--- src/hw/asc_pkg.sv ---
// Package for the analog switch control block: register layout, field positions and carriers.
// Assumes a single 50 MHz clock domain and a plain strobe register port.
package asc_pkg;

	localparam int          ASC_DATA_W        = 8;
	localparam int          ASC_ADDR_W        = 4;
	localparam int          ASC_NUM_PINS      = 4;
	localparam int          ASC_NUM_SW        = 4;

	// Register offsets.
	localparam logic [3:0]  ASC_SWITCH_CONTROL_ADDR = 4'h0;
	localparam logic [3:0]  ASC_PIN_ASSIGN_ADDR     = 4'h1;
	localparam logic [3:0]  ASC_PIN_LEVEL_ADDR      = 4'h2;
	localparam logic [3:0]  ASC_PULSE_CFG_ADDR      = 4'h3;
	localparam logic [3:0]  ASC_SWITCH_STATE_ADDR   = 4'h4;

	// Switch control field positions.
	localparam int          ASC_BUF_A_BIT     = 7;
	localparam int          ASC_BUF_B_BIT     = 6;
	localparam int          ASC_CO1_MODE_BIT  = 5;
	localparam int          ASC_CO1_DRIVE_BIT = 4;
	localparam int          ASC_CO2_MODE_BIT  = 3;
	localparam int          ASC_CO2_DRIVE_BIT = 2;
	localparam logic [7:0]  ASC_SWCTL_MASK    = 8'hfc;

	// Pulse configuration field positions.
	localparam int          ASC_PA_HIGH_BIT   = 0;
	localparam int          ASC_PA_LOW_BIT    = 1;
	localparam int          ASC_PB_HIGH_BIT   = 2;
	localparam int          ASC_PB_LOW_BIT    = 3;
	localparam int          ASC_PCO1_BIT      = 4;
	localparam int          ASC_PCO2_BIT      = 5;

	// Switch index used in pin assignment and state vectors.
	localparam int          ASC_SW_A          = 0;
	localparam int          ASC_SW_B          = 1;
	localparam int          ASC_SW_CO1        = 2;
	localparam int          ASC_SW_CO2        = 3;

	localparam logic [7:0]  ASC_RESET_VAL     = 8'h00;

	// Pin level register fields and read-back fill values.
	localparam int          ASC_LEVEL_LSB     = 0;
	localparam int          ASC_ENABLE_LSB    = 4;
	localparam logic [7:0]  ASC_RDATA_IDLE    = 8'h00;
	localparam logic [1:0]  ASC_STATE_PAD     = 2'b00;

	typedef struct packed {
		logic       buf_a_closed;
		logic       buf_b_closed;
		logic       co1_no_closed;
		logic       co1_nc_closed;
		logic       co2_no_closed;
		logic       co2_nc_closed;
	} asc_switch_t;

	typedef struct packed {
		logic       wr;
		logic       rd;
		logic [3:0] addr;
		logic [7:0] wdata;
	} asc_bus_req_t;

endpackage : asc_pkg

--- src/hw/asc_top.sv ---
// Analog switch control: register file and combinational switch drive logic.
// Assumes user pins and pulse output are synchronous to clk_in.
// Contract
// - Eight-bit switch control register, fixed field order.
// - Buffer A closes on bit, pin or pulse.
// - Buffer B uses the same three-way OR.
// - Changeover one drive is OR of three.
// - Mode zero: both terminals follow drive term.
// - Mode one: drive toggles normally closed/open terminals.
// - Pin counts asserted per its active level.
// - Unassigned pin contributes zero.
// - Unassigned pulse output contributes zero.
// - Buffer A pulse sense from high/low pair.
// - Buffer B pulse sense from own pair.
// - Changeover one pulse sense from single bit.
// - Reset clears all six control bits.
// - Changeover two behaves like changeover one.
// - Changeover two pulse sense from own bit.
//
// The implementer's own choices: the plain strobed port and the register offsets.
`timescale 1ns/10ps
`default_nettype none
module asc_top (
	// Clock and reset.
	input  wire logic                 clk_in,
	input  wire logic                 srst_in,
	// Register port.
	input  wire asc_pkg::asc_bus_req_t bus_in,
	output logic [7:0]                rdata_out,
	// Pins and pulse generator.
	input  wire logic [3:0]           user_pin_in,
	input  wire logic                 pulse_in,
	// Switch drives.
	output asc_pkg::asc_switch_t      switch_out
);

	logic [7:0] switch_control_r, switch_control_nxt;
	logic [7:0] pin_assign_r, pin_assign_nxt;
	logic [7:0] pin_level_r, pin_level_nxt;
	logic [7:0] pulse_cfg_r, pulse_cfg_nxt;
	logic [7:0] rdata_r, rdata_nxt;
	logic [3:0] pin_active;
	logic [3:0] pin_live;
	logic [3:0] sw_term;
	logic       pulse_a_on;
	logic       pulse_b_on;
	logic       pulse_co1_on;
	logic       pulse_co2_on;

	// Pulse sense from a high/low select pair: high selects high, low selects low, none gives off.
	function automatic logic pair_sense(input logic hi, input logic lo, input logic p);
		pair_sense = (hi & p) | (lo & ~p);
	endfunction : pair_sense

	// OR of all assigned, asserted pins for one switch.
	function automatic logic pins_for(input logic [7:0] assign_v, input logic [3:0] act, input int sw);
		logic r;
		r = 1'b0;
		for (int i = 0; i < asc_pkg::ASC_NUM_PINS; i++) begin
			if (assign_v[2*i +: 2] == 2'(sw))
				r = r | act[i];
		end
		pins_for = r;
	endfunction : pins_for

	always_comb begin
		switch_control_nxt = switch_control_r;
		pin_assign_nxt     = pin_assign_r;
		pin_level_nxt      = pin_level_r;
		pulse_cfg_nxt      = pulse_cfg_r;
		rdata_nxt          = asc_pkg::ASC_RDATA_IDLE;
		if (bus_in.wr) begin
			if (bus_in.addr == asc_pkg::ASC_SWITCH_CONTROL_ADDR) begin
				switch_control_nxt = bus_in.wdata & asc_pkg::ASC_SWCTL_MASK;
			end else if (bus_in.addr == asc_pkg::ASC_PIN_ASSIGN_ADDR) begin
				pin_assign_nxt = bus_in.wdata;
			end else if (bus_in.addr == asc_pkg::ASC_PIN_LEVEL_ADDR) begin
				pin_level_nxt = bus_in.wdata;
			end else if (bus_in.addr == asc_pkg::ASC_PULSE_CFG_ADDR) begin
				pulse_cfg_nxt = bus_in.wdata;
			end
		end
		if (bus_in.rd) begin
			if (bus_in.addr == asc_pkg::ASC_SWITCH_CONTROL_ADDR) begin
				rdata_nxt = switch_control_r;
			end else if (bus_in.addr == asc_pkg::ASC_PIN_ASSIGN_ADDR) begin
				rdata_nxt = pin_assign_r;
			end else if (bus_in.addr == asc_pkg::ASC_PIN_LEVEL_ADDR) begin
				rdata_nxt = pin_level_r;
			end else if (bus_in.addr == asc_pkg::ASC_PULSE_CFG_ADDR) begin
				rdata_nxt = pulse_cfg_r;
			end else if (bus_in.addr == asc_pkg::ASC_SWITCH_STATE_ADDR) begin
				rdata_nxt = {asc_pkg::ASC_STATE_PAD, switch_out};
			end
		end
	end

	always_ff @(posedge clk_in) begin
		if (srst_in) begin
			switch_control_r <= asc_pkg::ASC_RESET_VAL;
			pin_assign_r     <= asc_pkg::ASC_RESET_VAL;
			pin_level_r      <= asc_pkg::ASC_RESET_VAL;
			pulse_cfg_r      <= asc_pkg::ASC_RESET_VAL;
			rdata_r          <= asc_pkg::ASC_RESET_VAL;
		end else begin
			switch_control_r <= switch_control_nxt;
			pin_assign_r     <= pin_assign_nxt;
			pin_level_r      <= pin_level_nxt;
			pulse_cfg_r      <= pulse_cfg_nxt;
			rdata_r          <= rdata_nxt;
		end
	end

	assign rdata_out = rdata_r;

	always_comb begin
		// A pin level bit of 1 means the pin asserts high.
		pin_active   = ~(user_pin_in ^ pin_level_r[asc_pkg::ASC_LEVEL_LSB +: asc_pkg::ASC_NUM_PINS]);
		// Pins whose assignment enable bit is clear add nothing.
		pin_live     = pin_active & pin_level_r[asc_pkg::ASC_ENABLE_LSB +: asc_pkg::ASC_NUM_PINS];
		pulse_a_on   = pair_sense(pulse_cfg_r[asc_pkg::ASC_PA_HIGH_BIT],
			pulse_cfg_r[asc_pkg::ASC_PA_LOW_BIT], pulse_in);
		pulse_b_on   = pair_sense(pulse_cfg_r[asc_pkg::ASC_PB_HIGH_BIT],
			pulse_cfg_r[asc_pkg::ASC_PB_LOW_BIT], pulse_in);
		pulse_co1_on = pulse_cfg_r[asc_pkg::ASC_PCO1_BIT] & pulse_in;
		pulse_co2_on = pulse_cfg_r[asc_pkg::ASC_PCO2_BIT] & pulse_in;
		sw_term[asc_pkg::ASC_SW_A]   = switch_control_r[asc_pkg::ASC_BUF_A_BIT] | pulse_a_on
			| (pins_for(pin_assign_r, pin_live, asc_pkg::ASC_SW_A));
		sw_term[asc_pkg::ASC_SW_B]   = switch_control_r[asc_pkg::ASC_BUF_B_BIT] | pulse_b_on
			| (pins_for(pin_assign_r, pin_live, asc_pkg::ASC_SW_B));
		sw_term[asc_pkg::ASC_SW_CO1] = switch_control_r[asc_pkg::ASC_CO1_DRIVE_BIT] | pulse_co1_on
			| (pins_for(pin_assign_r, pin_live, asc_pkg::ASC_SW_CO1));
		sw_term[asc_pkg::ASC_SW_CO2] = switch_control_r[asc_pkg::ASC_CO2_DRIVE_BIT] | pulse_co2_on
			| (pins_for(pin_assign_r, pin_live, asc_pkg::ASC_SW_CO2));
		switch_out.buf_a_closed  = sw_term[asc_pkg::ASC_SW_A];
		switch_out.buf_b_closed  = sw_term[asc_pkg::ASC_SW_B];
		switch_out.co1_no_closed = sw_term[asc_pkg::ASC_SW_CO1];
		switch_out.co1_nc_closed = switch_control_r[asc_pkg::ASC_CO1_MODE_BIT]
			? ~sw_term[asc_pkg::ASC_SW_CO1] : sw_term[asc_pkg::ASC_SW_CO1];
		switch_out.co2_no_closed = sw_term[asc_pkg::ASC_SW_CO2];
		switch_out.co2_nc_closed = switch_control_r[asc_pkg::ASC_CO2_MODE_BIT]
			? ~sw_term[asc_pkg::ASC_SW_CO2] : sw_term[asc_pkg::ASC_SW_CO2];
	end

endmodule : asc_top
`default_nettype wire

--- config.mk ---
export PLATFORM = sky130hd
export DESIGN_NAME = asc_top
export DESIGN_NICKNAME = d
export VERILOG_FILES = /design/src/hw/asc_pkg.sv /design/src/hw/asc_top.sv
export SDC_FILE = /design/constraint.sdc
export NUM_CORES = 1
export LEC_CHECK = 0
export BUFFER_PORTS_ARGS = -buffer_cell sky130_fd_sc_hd__buf_2
export CORE_ASPECT_RATIO = 0.8
export CORE_UTILIZATION = 55
export CTS_CLUSTER_SIZE = 24
export DETAILED_ROUTE_END_ITERATION = 10
export MAX_ROUTING_LAYER = met4
export PLACE_DENSITY_LB_ADDON = 0.2
export SYNTH_ARGS = -nofsm -noshare
export SYNTH_HDL_FRONTEND = slang
export SYNTH_SLANG_ARGS = --single-unit
--- constraint.sdc ---
create_clock -name clk_in -period 2 [get_ports clk_in]
set_clock_uncertainty 0.1 [all_clocks]
set_input_delay 0.2 -clock clk_in [delete_from_list [all_inputs] [get_ports clk_in]]
set_output_delay 0.2 -clock clk_in [all_outputs]
set_load 0.01 [all_outputs]
==> results of run 1 <==
[per-layer routing]
metal / share of wire, % / GRT usage [%] / vias to the layer above
met5: 0 / - / -
met4: 1.7 / 7.64 / 0
met3: 10 / 5.53 / 15
met2: 44 / 43.3 / 92
met1: 44 / 42.2 / 866
li1: - / - / 868
[critical path, stage by stage, from the launching register on]
cell and delay (ns):
dfxtp_2 0.35, xor2_2 0.20, or3_4 0.41, nand2b_4 0.09, xor2_1 0.16, buf_2 0.15
[layout by cell type (no fill, tap or decap), types with 6 or more instances in the layout]
cell	netlist	layout
buf_2	6	34
mux4_2	6	6
nor2_1	12	12
nand3_1	23	23
a21oi_1	27	27
dfxtp_1	38	34
nand2_1	31	31
buf_4	0	9
mux2i_1	8	8
[through the flow]
step / hold WS (ns) / utilization, %
2_1_floorplan: 0.244 / -
3_3_place_gp: 0.365 / 67.1
3_5_place_dp: 0.367 / 67.1
4_1_cts: 0.0815 / 70.7
5_1_grt: 0.0987 / 71.7
6_report: 0.0821 / 71.7
[final timing paths]
| kind | slack (ns) | from | endpoint |
|---|---|---|---|
| setup / recovery | 0.03 | pin_level_r[0] | switch_out[2] |
| hold / removal | 0.08 | bus_in[0] | pin_level_r[0] |
| setup reg to reg | 0.36 | pin_level_r[0] | rdata_out[0] |
| hold reg to reg | 0.38 | switch_control_r[2] | switch_control_r[2] |
[power by group through the flow]
stage                     clock network, uW  logic [uW]  registers [uW]
after floorplan                           0        79.5             788
after global placement                    0         140             791
after detailed placement                  0         140             792
after CTS                               507         143             774
after global routing                    535         163             776
final                                   503         150             775
[cells in the mapped netlist, drive strengths merged]
master and instances:
nor3b 3, dfxtp 38, nor2b 4, a31oi 1
or2 1, nand4b 4, a22o 5, nor4b 1
nand3 24, or4bb 1, a21oi 27, xor2 4
nor3 2, o21ai 2, a211oi 2, clkbuf 4
or3 4, nor2 13, nand2b 5, or4b 1
nand2 31, and3 3, o311ai 1, or4 1
xnor2 3, nand4 4, and2 3, mux2 2
mux4 6, o2111ai 2, buf 7, a311oi 1
mux2i 8
[sequential cells by signal, indices dropped and copies added (netlist names)]
signal,flops
pin_assign_r,8
pin_level_r,8
pulse_cfg_r,8
rdata_out,8
switch_control_r,6
[cells by family after synthesis]
| kind of cell | share of synthesized area [%] |
|---|---|
| flip-flops | 39.4 |
| multiplexers | 12.3 |
| XOR/XNOR | 3.18 |
| AO/OA/AOI/OAI | 13.0 |
| buffers and inverters | 2.53 |
| AND/OR/NAND/NOR | 29.6 |
[area by class of cell]
class / instances / area share (%)
Clock inverter: 2 / 0.433
Clock buffer: 5 / 2.98
Timing Repair Buffer: 43 / 10.3
Multi-Input combinational cell: 169 / 51.0
Sequential cell: 38 / 33.2
Tap cell: 40 / 2.17
[repair_timing]
action                                  CTS  global route
pin swaps                                 1             4
resized for setup                         6             7
setup buffers                             0             1
endpoints found under the setup margin    2             2
hold buffers                              0             0
==> reports/results.env, run 1 <==
WORST_SLEW_PIN_SLEW_NS=0.461
MIN_PERIOD_OVER_PERIOD_PCT=98.3
SYNTH.TOP_CELLS.BY_AREA='dfxtp_1 (39%), a21oi_1 (7.0%), mux4_2 (7.0%), nand2_1 (6.0%), nand3_1 (6.0%)'
VIAS_PER_CELL=6.20
DIE_HEIGHT_UM=55.0
POWER.SHARE.SWITCHING_PCT=25.7
WHS_PATH_DEPTH=3
REG_CLK_SLEW_REPORTED_PATHS_NS=0.08
WIRELENGTH_MM=4.94
POST-ROUTE-CELL-AREA_UM2=2310
FIRST_GLOBAL_VIAS=1520
DESIGN.DIE.AREA_UM2=3750
TOP_LEVEL_PORTS=35
FINAL_MAX_SLEW_VIOL_COUNT=0
VDD_DROP_MAX_mV=0.643
TIMING.CRITICAL_PATH.REQUIRED_NS=1.70
SYNTH_NETS=239
TOTAL_POWER_uW=1430
POWER.SHARE.CLOCK_PCT=35.2
ANTENNA_DIODES=0
COUNT_OF_PLACED_STANDARD_CELLS_INCLUDING_TAPS=289
SETUP.WORST_PATH.START_CLASS='flip-flop'
GP_ROUTABILITY_CONGESTION=0.891
TRACK_USAGE_PCT=29.7
POWER.SWITCHING_uW=366
DRT_WL_CELL_UM=16.6
CTS-BUFFERS-INSERTED=5
CORE_UM2=3220
STANDARD_CELL_AREA_AFTER_DETAILED_PLACEMENT_UM2=2160
STD_CELL_ROWS=18
SHARE_OF_SYNTHESIZED_AREA_OCCUPIED_BY_FLIP_FLOPS_AND_LATCHES_PCT=39.4
MAXSLEWHEADROOM_PCT=69.2
P_LEAK_uW=0.000944
DETAILED_ROUTE_DRC_ERROR_COUNT=0
AREA_GROWTH_SYN_TO_LAYOUT_PCT=19.6
POSTSYNTHREGISTERBITS=38
R2R.WORST_PATH.CELLS=5
P_PER_AREA_nW_PER_UM2=618
DRT.ANTENNA.VIOLATING_NETS=0
NETLIST-CELL-TYPE-COUNT=41
GRT_START_MAX_NET_PINS=31
SYNTHESIS.AREA_UM2=1930
WORST_EP_ARRIVAL_TIME_NS=1.67
YS.WARNINGS.COUNT=0
CLK_PATH_BUF_DEPTH=2
HTREE_DEPTH=2
P_SEQ_SHARE_PCT=54.3
CTS.ROOT.BUFFER_CELL='clkbuf_8'
GRT_FIRST_PASS_WIRELENGTH_MM=7.63
TRITONCTS='done'
FINAL.MIN_CLOCK_PERIOD_NS=1.97
DP_WORST_SETUP_SLACK_NS=0.220
FINAL_CELL_COUNT_NO_FILL=297
SYNTH_AREA_PER_CELL_UM2=8.86
DRV.MAX_CAP_VIOLATION_COUNT=0
START_UTIL_PCT=59.9
TIMING.SETUP.TNS_NS=0
FILLER_CELLS_INSERTED=263
REPORT.FINAL.HOLD_VIOL_COUNT=0
OUTCOME='finished, final reports clean'
ENDPOINT_KIND='output port'
LAYOUT.NETS=278
P_COMB_SHARE_PCT=10.5
SYNTH_TOP_AREA_SHARE_PCT=39.4
INSERTION_DELAY_NS=0.29
MULTI_INPUT_COMB_AREA_UM2=1180
FRACTION_OF_LAYOUT_INSTANCES_USING_A_DRIVE_STRENGTH_ABOVE_1_PCT=30.4
DRT_FIRST_PASS_ITERS=4
HOLD_PATH_CLASS='in2reg'
SETUP.WORST_PATH.CLASS='reg2out'
GRT_ANTENNA_BEFORE_REPAIR=0
NUMBER_OF_DRC_MARKERS_AFTER_THE_INITIAL_DETAILED_ROUTE_ITERATION=122
HPWLAFTERDP_MM=3.66
FINALSETUPVIOLCOUNT=0
MAXCLOCKFREQUENCY_GHz=0.509
DIE_W_UM=68.2
INTERNAL_POWER_uW=1060
TOTAL_OVERFLOW_REPORTED_BY_THE_GLOBAL_ROUTER=0
POSTSYNTHCELLCOUNT=218
POST-SYNTH-TOP-AREA-CELL='dfxtp_1'
POST-ROUTE-WORST-SETUP-SLACK_NS=0.0341
PLACEMENT.IO_BUFFERS=34
REGAREA_UM2=766
CRIT_FANOUT=4
NUM_VIAS=1841
CLKSINKCOUNT=38
Power figures use the tool's default switching activity.
==> run 2, diff against run 1 <==
Settings changed: RECOVER_POWER from default to 50.
==> reports/results.env, run 2 (synthesized netlist as in run 1, its figures left out) <==
OUTCOME='finished, final reports clean'
GP_ROUTABILITY_CONGESTION=0.891  # unchanged
DETAILED_ROUTE_DRC_ERROR_COUNT=0  # unchanged
START_UTIL_PCT=59.9  # unchanged
TIMING.CRITICAL_PATH.REQUIRED_NS=1.70  # about the same
CORE_UM2=3220  # unchanged
MAXCLOCKFREQUENCY_GHz=0.510  # +0.30%
TOP_LEVEL_PORTS=35  # unchanged
PLACEMENT.IO_BUFFERS=34  # unchanged
STD_CELL_ROWS=18  # unchanged
DRT.ANTENNA.VIOLATING_NETS=0  # unchanged
TOTAL_OVERFLOW_REPORTED_BY_THE_GLOBAL_ROUTER=0  # unchanged
P_LEAK_uW=0.000905  # -4.1%
WIRELENGTH_MM=4.96  # +0.51%
LAYOUT.NETS=278  # unchanged
FIRST_GLOBAL_VIAS=1520  # unchanged
REG_CLK_SLEW_REPORTED_PATHS_NS=0.08  # about the same
FINALSETUPVIOLCOUNT=0  # unchanged
CRITICAL-PATH-SLOWEST-CELL='or3_4'
WORST_SLEW_PIN_SLEW_NS=0.471  # +0.00978 ns
HPWLAFTERDP_MM=3.66  # unchanged
FILLER_CELLS_INSERTED=271  # +3.0%
TOTAL_POWER_uW=1420  # -0.28%
TRACK_USAGE_PCT=29.7  # unchanged
GRT_ANTENNA_BEFORE_REPAIR=0  # unchanged
ENDPOINT_KIND='output port'
CP_MAX_STAGE_DELAY_NS=0.41  # about the same
FINAL_MAX_SLEW_VIOL_COUNT=0  # unchanged
TOP_LIBRARY_CELLS_BY_USAGE_IN_THE_LAYOUT_FILL_AND_TAPS_ASIDE='dfxtp_1 (34), nand2_1 (31), a21oi_1 (27)'
LAYOUT_COMMONEST_CELL='dfxtp_1'
VIAS_PER_CELL=6.15  # -0.81%
GRT_FIRST_PASS_WIRELENGTH_MM=7.63  # unchanged
NUM_VIAS=1826  # -0.81%
WORST_EP_ARRIVAL_TIME_NS=1.66  # about the same
FRACTION_OF_LAYOUT_INSTANCES_USING_A_DRIVE_STRENGTH_ABOVE_1_PCT=26.8  # -3.5 points
CTS.ROOT.BUFFER_CELL='clkbuf_8'
FINAL.MIN_CLOCK_PERIOD_NS=1.96  # -0.00585 ns
DIE_W_UM=68.2  # unchanged
MIN_PERIOD_OVER_PERIOD_PCT=98.0  # -0.29 points
REPORT.FINAL.HOLD_VIOL_COUNT=0  # unchanged
TRITONCTS='done'
ANTENNA_DIODES=0  # unchanged
CLK_PATH_BUF_DEPTH=2  # unchanged
P_PER_AREA_nW_PER_UM2=619  # +0.21%
NUMBER_OF_DRC_MARKERS_AFTER_THE_INITIAL_DETAILED_ROUTE_ITERATION=103  # -16%
AREA_GROWTH_SYN_TO_LAYOUT_PCT=19.1
HOLD_PATH_CLASS='in2reg'
DRT_WL_CELL_UM=16.7  # +0.51%
MAXSLEWHEADROOM_PCT=68.6  # -0.61 points
CRIT_FANOUT=4  # unchanged
GRT_START_MAX_NET_PINS=31  # unchanged
SETUP.WORST_PATH.START_CLASS='flip-flop'
COUNT_OF_PLACED_STANDARD_CELLS_INCLUDING_TAPS=289  # unchanged
DRV.MAX_CAP_VIOLATION_COUNT=0  # unchanged
DRT_FIRST_PASS_ITERS=4  # unchanged
INSERTION_DELAY_NS=0.29  # about the same
FINAL_CELL_COUNT_NO_FILL=297  # unchanged
DESIGN.DIE.AREA_UM2=3750  # unchanged
TIMING.SETUP.TNS_NS=0  # unchanged
CLKSINKCOUNT=38  # unchanged
TIMING.CRITICAL_PATH.CELLS='xor2_2 > or3_4 > nand2b_4 > xor2_1 > buf_2'
CTS-BUFFERS-INSERTED=5  # unchanged
HTREE_DEPTH=2  # unchanged
SETUP.WORST_PATH.CLASS='reg2out'
DIE_HEIGHT_UM=55.0  # unchanged
COUNT_OF_HOLD_FIX_BUFFERS_INSERTED_AT_CTS=0  # unchanged
VDD_DROP_MAX_mV=0.643  # about the same
## run 2: cell types whose count changed in the layout (fill, tap and decap cells not counted)
cell,previous run,this run
and2_0,0,1
buf_2,34,25
and2_1,2,1
clkbuf_1,0,9
## run 2: area by class of cell
type,count,area (um2),share of cell area (%)
tap,40,50.0,2.18
sequential,38,766,33.3
clock buffer,5,68.8,2.99
timing repair buffer,43,226,9.85
multi-input combinational,169,1180,51.2
clock inverter,2,10.0,0.435
## run 2: layer usage
metal  vias to the layer above  routed length [um]  GRT usage, %
li1                        868                   -             -
met1                       862                2150          42.2
met2                        83                2250          43.3
met3                        13                 491          5.53
met4                         0                  73          7.64
met5                         -                   0             -
## run 2: worst paths after layout
kind                             from             endpoint  slack, ns  depth (start not counted)
setup / recovery       pin_level_r[0]        switch_out[2]       0.04                          5
hold / removal              bus_in[0]       pin_level_r[0]       0.08                          3
setup reg to reg       pin_level_r[0]         rdata_out[0]       0.37                          5
hold reg to reg   switch_control_r[2]  switch_control_r[2]       0.38                          2
## run 2: report_power, final
group | leakage [uW] | total (uW) | switching (uW) | internal [uW]
logic | 0.000552 | 148 | 86.2 | 62.2
registers | 0.000309 | 775 | 10.6 | 765
clock network | 0.0000438 | 500 | 266 | 234
## run 2: timing repair
action | in CTS | in global routing
pin swaps | 1 | 4
endpoints found under the setup margin | 2 | 2
setup buffers | 0 | 1
resized for setup | 6 | 7
endpoints found under the hold margin | 0 | 0
## run 2: worst max-delay path: cells and delay by family (launching register included)
kind	cells	cell delay (ns)
flip-flops	1	0.35
XOR/XNOR	2	0.36
buffers and inverters	1	0.15
AND/OR/NAND/NOR	2	0.50
## run 2: per-stage QoR
step	util (%)	hold WS (ns)	worst slack [ns]	area [um2]
after global routing	71.4	0.0987	-0.00598	2300
after floorplan	-	0.244	0.404	1930
after detailed placement	67.1	0.367	0.220	2160
after CTS	70.7	0.0815	-0.00128	2280
final	71.4	0.0836	0.0399	2300
after global placement	67.1	0.365	0.310	2160
